--- src/logic/pch_pkg.sv ---
// constants, field layouts and carrier types of the configuration header slice
// assumes a single ref_clk domain; no surrounding bus beyond configuration cycles and received bus phases
package pch_pkg;

  // byte offsets of the header fields
  localparam logic [7:0] OFS_MAKER = 8'h00;
  localparam logic [7:0] OFS_PART = 8'h02;
  localparam logic [7:0] OFS_COMMAND = 8'h04;
  localparam logic [7:0] OFS_STATUS = 8'h06;
  localparam logic [7:0] OFS_REVISION = 8'h08;

  // dword index of a configuration access
  localparam int IDX_W = 6;
  localparam logic [IDX_W-1:0] IDX_ID = IDX_W'(OFS_MAKER >> 2);
  localparam logic [IDX_W-1:0] IDX_CMDSTAT = IDX_W'(OFS_COMMAND >> 2);
  localparam logic [IDX_W-1:0] IDX_REV = IDX_W'(OFS_REVISION >> 2);

  // command bits
  localparam int CMD_MEM = 1;
  localparam int CMD_MASTER = 2;
  localparam int CMD_PERR = 6;
  localparam int CMD_SERR = 8;
  localparam logic [15:0] CMD_MASK = 16'h0146;
  localparam logic [15:0] CMD_RESET = 16'h0000;

  // status bits
  localparam int ST_DPR = 8;
  localparam int ST_DEVSEL_LO = 9;
  localparam int ST_TABORT = 12;
  localparam int ST_SERR_DRIVEN = 13;
  localparam int ST_SYSERR = 14;
  localparam int ST_DETPAR = 15;
  localparam logic [15:0] ST_STICKY_MASK = 16'hF100;
  localparam logic [15:0] ST_RESET = 16'h0000;
  localparam logic [1:0] DEVSEL_SLOW = 2'h2;

  localparam int ST_HALF = 16;

  typedef struct packed {
    logic valid;
    logic write;
    logic [IDX_W-1:0] index;
    logic [3:0] byteEn;
    logic [31:0] wdata;
  } pch_cfg_req_t;

  typedef struct packed {
    logic valid;
    logic isAddr;
    logic masterRead;
    logic [31:0] ad;
    logic [3:0] cben;
  } pch_bus_phase_t;

endpackage : pch_pkg

--- src/logic/pch_parity_check.sv ---
// even parity check of one address or data phase against the lagging parity bit
// assumes phase.valid marks a phase received by this device, par one clock later
`timescale 1ns/1ps
module pch_parity_check
  import pch_pkg::*;
(
  input wire logic ref_clk,
  input wire logic sys_rst,
  input wire pch_bus_phase_t phase,
  input wire logic parIn,
  output logic parFault,
  output logic faultIsAddr,
  output logic faultMasterRead
);

  logic held;
  logic heldOdd;
  logic heldAddr;
  logic heldRead;
  logic next_held;
  logic next_heldOdd;
  logic next_heldAddr;
  logic next_heldRead;

  always_comb begin
    next_held = phase.valid;
    next_heldOdd = ^{phase.ad, phase.cben};
    next_heldAddr = phase.isAddr;
    next_heldRead = phase.masterRead;
  end

  always_ff @(posedge ref_clk) begin
    if (sys_rst) begin
      held <= 1'b0;
      heldOdd <= 1'b0;
      heldAddr <= 1'b0;
      heldRead <= 1'b0;
    end else begin
      held <= next_held;
      heldOdd <= next_heldOdd;
      heldAddr <= next_heldAddr;
      heldRead <= next_heldRead;
    end
  end

  // par arrives one clock after its phase, so the check runs in that clock
  always_comb begin
    parFault = held && (heldOdd ^ parIn);
    faultIsAddr = heldAddr;
    faultMasterRead = heldRead;
  end

endmodule : pch_parity_check

--- src/logic/pch_config_regs.sv ---
// identification, command and status registers of a type-zero configuration header
// assumes configuration cycles already decoded into one request per dword, and
// bus phases received by this device presented with their address/data and command
`timescale 1ns/1ps
module pch_config_regs
  import pch_pkg::*;
#(
  parameter logic [15:0] MAKER_CODE_PARAMETER = 16'h1A2B, // value arbitrary
  parameter logic [15:0] PART_CODE_PARAMETER = 16'h00C3, // value arbitrary
  parameter logic [7:0] REVISION_PARAMETER = 8'h05, // value arbitrary
  parameter int AD_WIDTH = 32
) (
  input wire logic ref_clk,
  input wire logic sys_rst,
  input wire pch_cfg_req_t cfgReq,
  output logic cfgAck,
  output logic [31:0] cfgRdata,
  input wire pch_bus_phase_t phase,
  input wire logic parIn,
  input wire logic peerPerrSeen,
  input wire logic targetAbortEvt,
  input wire logic sysErrEvt,
  input wire logic dmaBusReq,
  input wire logic memDecodeHit,
  output logic memRespond,
  output logic reqN,
  output logic perrPinOut,
  output logic perrOeN,
  output logic serrPinOut,
  output logic serrOeN
);

  ////////////////////////////////////////////////////////////////////////////
  // parameter check

  generate
    if (AD_WIDTH != 32) begin : gBadWidth
      $error("only a 32-bit address/data path is supported");
    end
  endgenerate

  ////////////////////////////////////////////////////////////////////////////
  // parity checker

  logic parFault;
  logic faultIsAddr;
  logic faultMasterRead;

  pch_parity_check pch_parity_check_i (
    .ref_clk(ref_clk),
    .sys_rst(sys_rst),
    .phase(phase),
    .parIn(parIn),
    .parFault(parFault),
    .faultIsAddr(faultIsAddr),
    .faultMasterRead(faultMasterRead)
  );

  ////////////////////////////////////////////////////////////////////////////
  // register state

  logic [15:0] command;
  logic [15:0] status;
  logic [15:0] next_command;
  logic [15:0] next_status;
  logic [15:0] setVec;
  logic [15:0] clrVec;
  logic cmdWrite;
  logic [15:0] cmdWdata;

  always_comb begin
    cmdWrite = cfgReq.valid && cfgReq.write && (cfgReq.index == IDX_CMDSTAT);
    cmdWdata = cfgReq.wdata[ST_HALF-1:0];
    next_command = command;
    if (cmdWrite) begin
      for (int b = 0; b < 2; b++) begin
        if (cfgReq.byteEn[b]) begin
          next_command[8*b +: 8] = cmdWdata[8*b +: 8] & CMD_MASK[8*b +: 8];
        end
      end
    end
  end

  ////////////////////////////////////////////////////////////////////////////
  // error pins and status events

  logic perrDrive;
  logic perrRelease;
  logic serrDrive;
  logic next_perrDrive;
  logic next_perrRelease;
  logic next_serrDrive;
  logic dataFault;
  logic addrFault;

  always_comb begin
    dataFault = parFault && !faultIsAddr;
    addrFault = parFault && faultIsAddr;
    // lands in the second clock after the phase
    next_perrDrive = dataFault && command[CMD_PERR];
    next_serrDrive = (addrFault || sysErrEvt) && command[CMD_SERR];
    // sustained pin: one clock driven high before release
    next_perrRelease = perrDrive && !next_perrDrive;
  end

  always_comb begin
    setVec = '0;
    setVec[ST_DPR] = command[CMD_PERR]
                     && ((dataFault && faultMasterRead) || peerPerrSeen);
    setVec[ST_TABORT] = targetAbortEvt;
    setVec[ST_SERR_DRIVEN] = next_serrDrive;
    setVec[ST_SYSERR] = sysErrEvt || addrFault;
    setVec[ST_DETPAR] = parFault;
    clrVec = '0;
    if (cmdWrite) begin
      for (int b = 0; b < 2; b++) begin
        if (cfgReq.byteEn[b + 2]) begin
          clrVec[8*b +: 8] = cfgReq.wdata[ST_HALF + 8*b +: 8];
        end
      end
    end
    // a fresh event wins over a clear in the same clock
    next_status = ((status & ~clrVec) | setVec) & ST_STICKY_MASK;
  end

  always_ff @(posedge ref_clk) begin
    if (sys_rst) begin
      command <= CMD_RESET;
      status <= ST_RESET;
      perrDrive <= 1'b0;
      perrRelease <= 1'b0;
      serrDrive <= 1'b0;
    end else begin
      command <= next_command;
      status <= next_status;
      perrDrive <= next_perrDrive;
      perrRelease <= next_perrRelease;
      serrDrive <= next_serrDrive;
    end
  end

  ////////////////////////////////////////////////////////////////////////////
  // configuration read path and pin outputs

  logic [31:0] next_cfgRdata;
  logic next_cfgAck;
  logic next_memRespond;
  logic next_reqN;
  logic [15:0] statusView;

  always_comb begin
    statusView = status;
    statusView[ST_DEVSEL_LO +: 2] = DEVSEL_SLOW;
    next_cfgAck = cfgReq.valid;
    next_cfgRdata = '0;
    if (cfgReq.valid && !cfgReq.write) begin
      unique case (cfgReq.index)
        IDX_ID: next_cfgRdata = {PART_CODE_PARAMETER, MAKER_CODE_PARAMETER};
        IDX_CMDSTAT: next_cfgRdata = {statusView, command};
        IDX_REV: next_cfgRdata = {24'h000000, REVISION_PARAMETER};
        default: next_cfgRdata = '0;
      endcase
    end
    // target and master gating follow the live command bits
    next_memRespond = memDecodeHit && next_command[CMD_MEM];
    next_reqN = !(dmaBusReq && next_command[CMD_MASTER]);
  end

  always_ff @(posedge ref_clk) begin
    if (sys_rst) begin
      cfgAck <= 1'b0;
      cfgRdata <= '0;
      memRespond <= 1'b0;
      reqN <= 1'b1;
      perrPinOut <= 1'b1;
      perrOeN <= 1'b1;
      serrPinOut <= 1'b1;
      serrOeN <= 1'b1;
    end else begin
      cfgAck <= next_cfgAck;
      cfgRdata <= next_cfgRdata;
      memRespond <= next_memRespond;
      reqN <= next_reqN;
      perrPinOut <= !next_perrDrive;
      perrOeN <= !(next_perrDrive || next_perrRelease);
      // open drain: only ever pulls low
      serrPinOut <= !next_serrDrive;
      serrOeN <= !next_serrDrive;
    end
  end

  logic idRead;
  logic csRead;
  logic revRead;
  assign idRead = cfgReq.valid && !cfgReq.write && cfgReq.index == IDX_ID;
  assign csRead = cfgReq.valid && !cfgReq.write && cfgReq.index == IDX_CMDSTAT;
  assign revRead = cfgReq.valid && !cfgReq.write && cfgReq.index == IDX_REV;
endmodule : pch_config_regs

--- config.mk ---
export PLATFORM = sky130hd
export DESIGN_NAME = pch_config_regs
export DESIGN_NICKNAME = d
export VERILOG_FILES = /design/src/logic/pch_pkg.sv /design/src/logic/pch_parity_check.sv /design/src/logic/pch_config_regs.sv
export SDC_FILE = /design/constraint.sdc
export NUM_CORES = 1
export LEC_CHECK = 0
export BUFFER_PORTS_ARGS = -buffer_cell sky130_fd_sc_hd__buf_2
export CAP_MARGIN = 30
export CORE_MARGIN = 10
export CORE_UTILIZATION = 37
export CTS_CLUSTER_DIAMETER = 60
export CTS_CLUSTER_SIZE = 12
export DETAILED_ROUTE_END_ITERATION = 8
export PLACE_DENSITY = 0.85
export SLEW_MARGIN = 25
export SYNTH_ARGS = -nofsm -noshare
export SYNTH_HDL_FRONTEND = slang
export SYNTH_SLANG_ARGS = --single-unit
--- constraint.sdc ---
create_clock -name ref_clk -period 2.05 [get_ports ref_clk]
set_input_delay 0.3075 -clock ref_clk [delete_from_list [all_inputs] [get_ports ref_clk]]
set_output_delay 0.3075 -clock ref_clk [all_outputs]
set_load 0.005 [all_outputs]
==> metrics.txt <==
result of the run completed; pin count of the biggest net entering global routing 11; number of rows created at floorplan 22; post-route fraction of the period consumed by the critical path 0.742; critical-path maximum fanout 8; beginning of the worst register-to-register path pch_parity_check_i.heldOdd; number of global-route vias before repair 1433; count of port buffers added during placement 93; flip-flop count of the largest register, all copies and words added 12; Static Leakage 0.980 nW; switching share of total power 0.237; # clock sinks 32; cell-by-cell trace of the critical path buf_2 > nor4_1 > and4_1 > buf_4 > nand3_1 > a22oi_1 > o21ai_0; syn_area_per_cell 9.79 µm²; clock latency on the worst-skew pair 270 ps; Regs by FF count cfgRdata (12), status (5), command (4); top cells by count, synth 32 x sky130_fd_sc_hd__dfxtp_1, 27 x sky130_fd_sc_hd__xnor2_1, 21 x sky130_fd_sc_hd__buf_4; instance count of the mapped netlist 152; starting density of the core 0.394; area share of the largest cell type after synthesis 0.431; number of diodes added for antenna fixing 0; core area 0.00377 mm²; hold crit path type input port to flop; clock period minus worst slack 1520 ps; net total in the final layout 332; worst max-slew margin expressed relative to the limit 0.597; TritonCTS buffer count 5; most area-consuming cells after synthesis sky130_fd_sc_hd__dfxtp_1 43%, sky130_fd_sc_hd__xnor2_1 16%, sky130_fd_sc_hd__buf_4 11%; Worst setup startpoint cfgReq[41]; Crit path largest cell delay 460 ps; die area 0.00696 mm²; count of flip-flops with a built-in enable after synthesis 0; FMAX 657 MHz; antenna violations before repair 0; Worst setup EP type flop; number of design rule violations left after detail routing 0; register bank with the most flops cfgRdata; Maximum Capacitance Violations 0; power share of the combinational group 0.232; Seq cells post-synth 32; Arr. time, crit path 1680 ps; overall routing resource usage 0.106; power per cell area 714 mW/mm²; number of warnings reported in the yosys synthesis log 0; share of synthesized flip-flops with an asynchronous set or reset 0; ports placed on the boundary 130; cell family with most CP delay simple AND/OR/NAND/NOR gates; CTS tree built; internal power consumption 1.08 mW; primary flip-flop cell chosen by synthesis mapping sky130_fd_sc_hd__dfxtp_1; GP Congestion 0.720; post-route ant nets 0; clock skew after layout 3.37 ps; transition at the pin with the smallest max-transition slack 595 ps; layout-stage area growth over the synthesis result 32.9%; # setup viols final 0; Setup TNS Final 0 ps; H-tree depth 2; share of total power in sequential cells 0.459; maximum clock path buffer count 2; peak supply drop 0.268 mV; kind of critical path input port to flop; start point of the worst hold path dmaBusReq; hold violation total from the final report 0; Crit path required time 2210 ps; fraction of the yosys area taken by sequential cells 0.431; detailed placement HPWL 3420 µm; number of DRC violations after detailed-routing iteration 0 11; via count 1247; fraction of final layout cells with drive strength greater than 1 0.423; Clock Pin Slew Worst Setup and Hold Paths 60 ps; top-count cell post-synth sky130_fd_sc_hd__dfxtp_1; final routed wire length divided by cell count 13.4 µm; unrepaired setup endpoints after global routing no; startpoint type of the worst setup path input port; Resized Gates After CTS 0; Die W 83.4 µm; power consumption 1.41 mW; Via density 4.31; GRT Residual Overflow 0; number of search-and-repair iterations in the first detailed-routing pass 2; Worst path slowest cell sky130_fd_sc_hd__nor4_1; Netlist Area Pre-Place 0.00149 mm²; cell taking the most area after synthesis sky130_fd_sc_hd__dfxtp_1; reported net switching power 335 µW; Root Buffer Master sky130_fd_sc_hd__clkbuf_8; DIE HEIGHT 83.4 µm; max-slew violations 0; wirelength, routed 3860 µm; count of hold-fix buffers inserted at cts 0; buffer count from post-CTS setup fixing 0; number of distinct library cell variants in the gate-level netlist after synthesis 31; global-route wire length before repair 6120 µm; buffers and inverters on the worst path 2; filler instances 352; Clock power frac 0.309
## layer usage
metal	wire (µm)	GRT usage	up-vias	part of all wire
met5	0	0	-	0
met4	45	0.0408	0	0.012
met3	428	0.0527	7	0.11
met2	1980	0.198	64	0.51
met1	1410	0.0949	541	0.36
li1	-	-	635	-
## area by class of cell
type / count / area [µm²] / share of cell area
clock inverters: 1 / 5.00 / 0.00253
flip-flops and latches: 32 / 641 / 0.324
repair buffers: 95 / 480 / 0.243
clock buffers: 6 / 72.6 / 0.0367
multi-input cells: 105 / 711 / 0.359
inverters: 2 / 7.51 / 0.00380
well taps: 48 / 60.1 / 0.0304
## worst register-to-register path, delay by kind of cell (launching register included)
family                    cells  cell delay (ps)
and+or+nand+nor               3              720
xor gates and xnor gates      1              180
AOI/OAI and AO/OA             1               90
DFF                           1              320
## per-stage QoR
step,util,hold WS (ps),cell area (µm²),cells,worst slack [ps]
6_report,0.524,227,1980,289,529
5_1_grt,0.524,226,1980,289,378
4_1_cts,0.524,222,1980,289,529
3_5_place_dp,0.504,401,1900,282,246
3_3_place_gp,0.504,390,1900,282,296
2_1_floorplan,-,379,1530,163,462
## placed cells by master, fill, tap and decap left out, types with 2 or more instances in the layout
master                      n
sky130_fd_sc_hd__nand3_1    7
sky130_fd_sc_hd__clkbuf_8   5
sky130_fd_sc_hd__buf_4      2
sky130_fd_sc_hd__dfxtp_1   32
sky130_fd_sc_hd__xor2_1     4
sky130_fd_sc_hd__a21oi_1    6
sky130_fd_sc_hd__conb_1    12
sky130_fd_sc_hd__xnor2_1   27
sky130_fd_sc_hd__nor2b_1    6
sky130_fd_sc_hd__buf_2     93
sky130_fd_sc_hd__mux2i_1    2
sky130_fd_sc_hd__nor2_1     6
sky130_fd_sc_hd__nand2_1    9
sky130_fd_sc_hd__xnor3_1    2
sky130_fd_sc_hd__nand2b_1   2
sky130_fd_sc_hd__and2_1     8
sky130_fd_sc_hd__inv_1      2
## power groups by stage
| stage | clock network, mW | registers [mW] | logic, mW |
|---|---|---|---|
| 2_1_floorplan | 0 | 0.660 | 0.245 |
| 3_3_place_gp | 0 | 0.661 | 0.318 |
| 3_5_place_dp | 0 | 0.661 | 0.332 |
| 4_1_cts | 0.445 | 0.648 | 0.333 |
| 5_1_grt | 0.474 | 0.649 | 0.361 |
| 6_report | 0.436 | 0.648 | 0.328 |
## path summary, 6_finish.rpt
kind / to / cells after the start / slack, ps
max reg2reg: status[8] / 5 / 670
min: reqN / 2 / 230
max: status[8] / 7 / 530
min reg2reg: perrOeN / 1 / 400
## cell families (layout without fill, tap and decap cells)
group | after synthesis | after routing | synth area share
muxes | 3 | 3 | 0.0235
xor gates and xnor gates | 33 | 33 | 0.213
and+or+nand+nor | 45 | 45 | 0.162
buffers and inverters | 26 | 104 | 0.119
DFF | 32 | 32 | 0.431
AOI/OAI and AO/OA | 12 | 12 | 0.0488
other | 1 | 12 | 0.00252
Power figures use the tool's default switching activity.
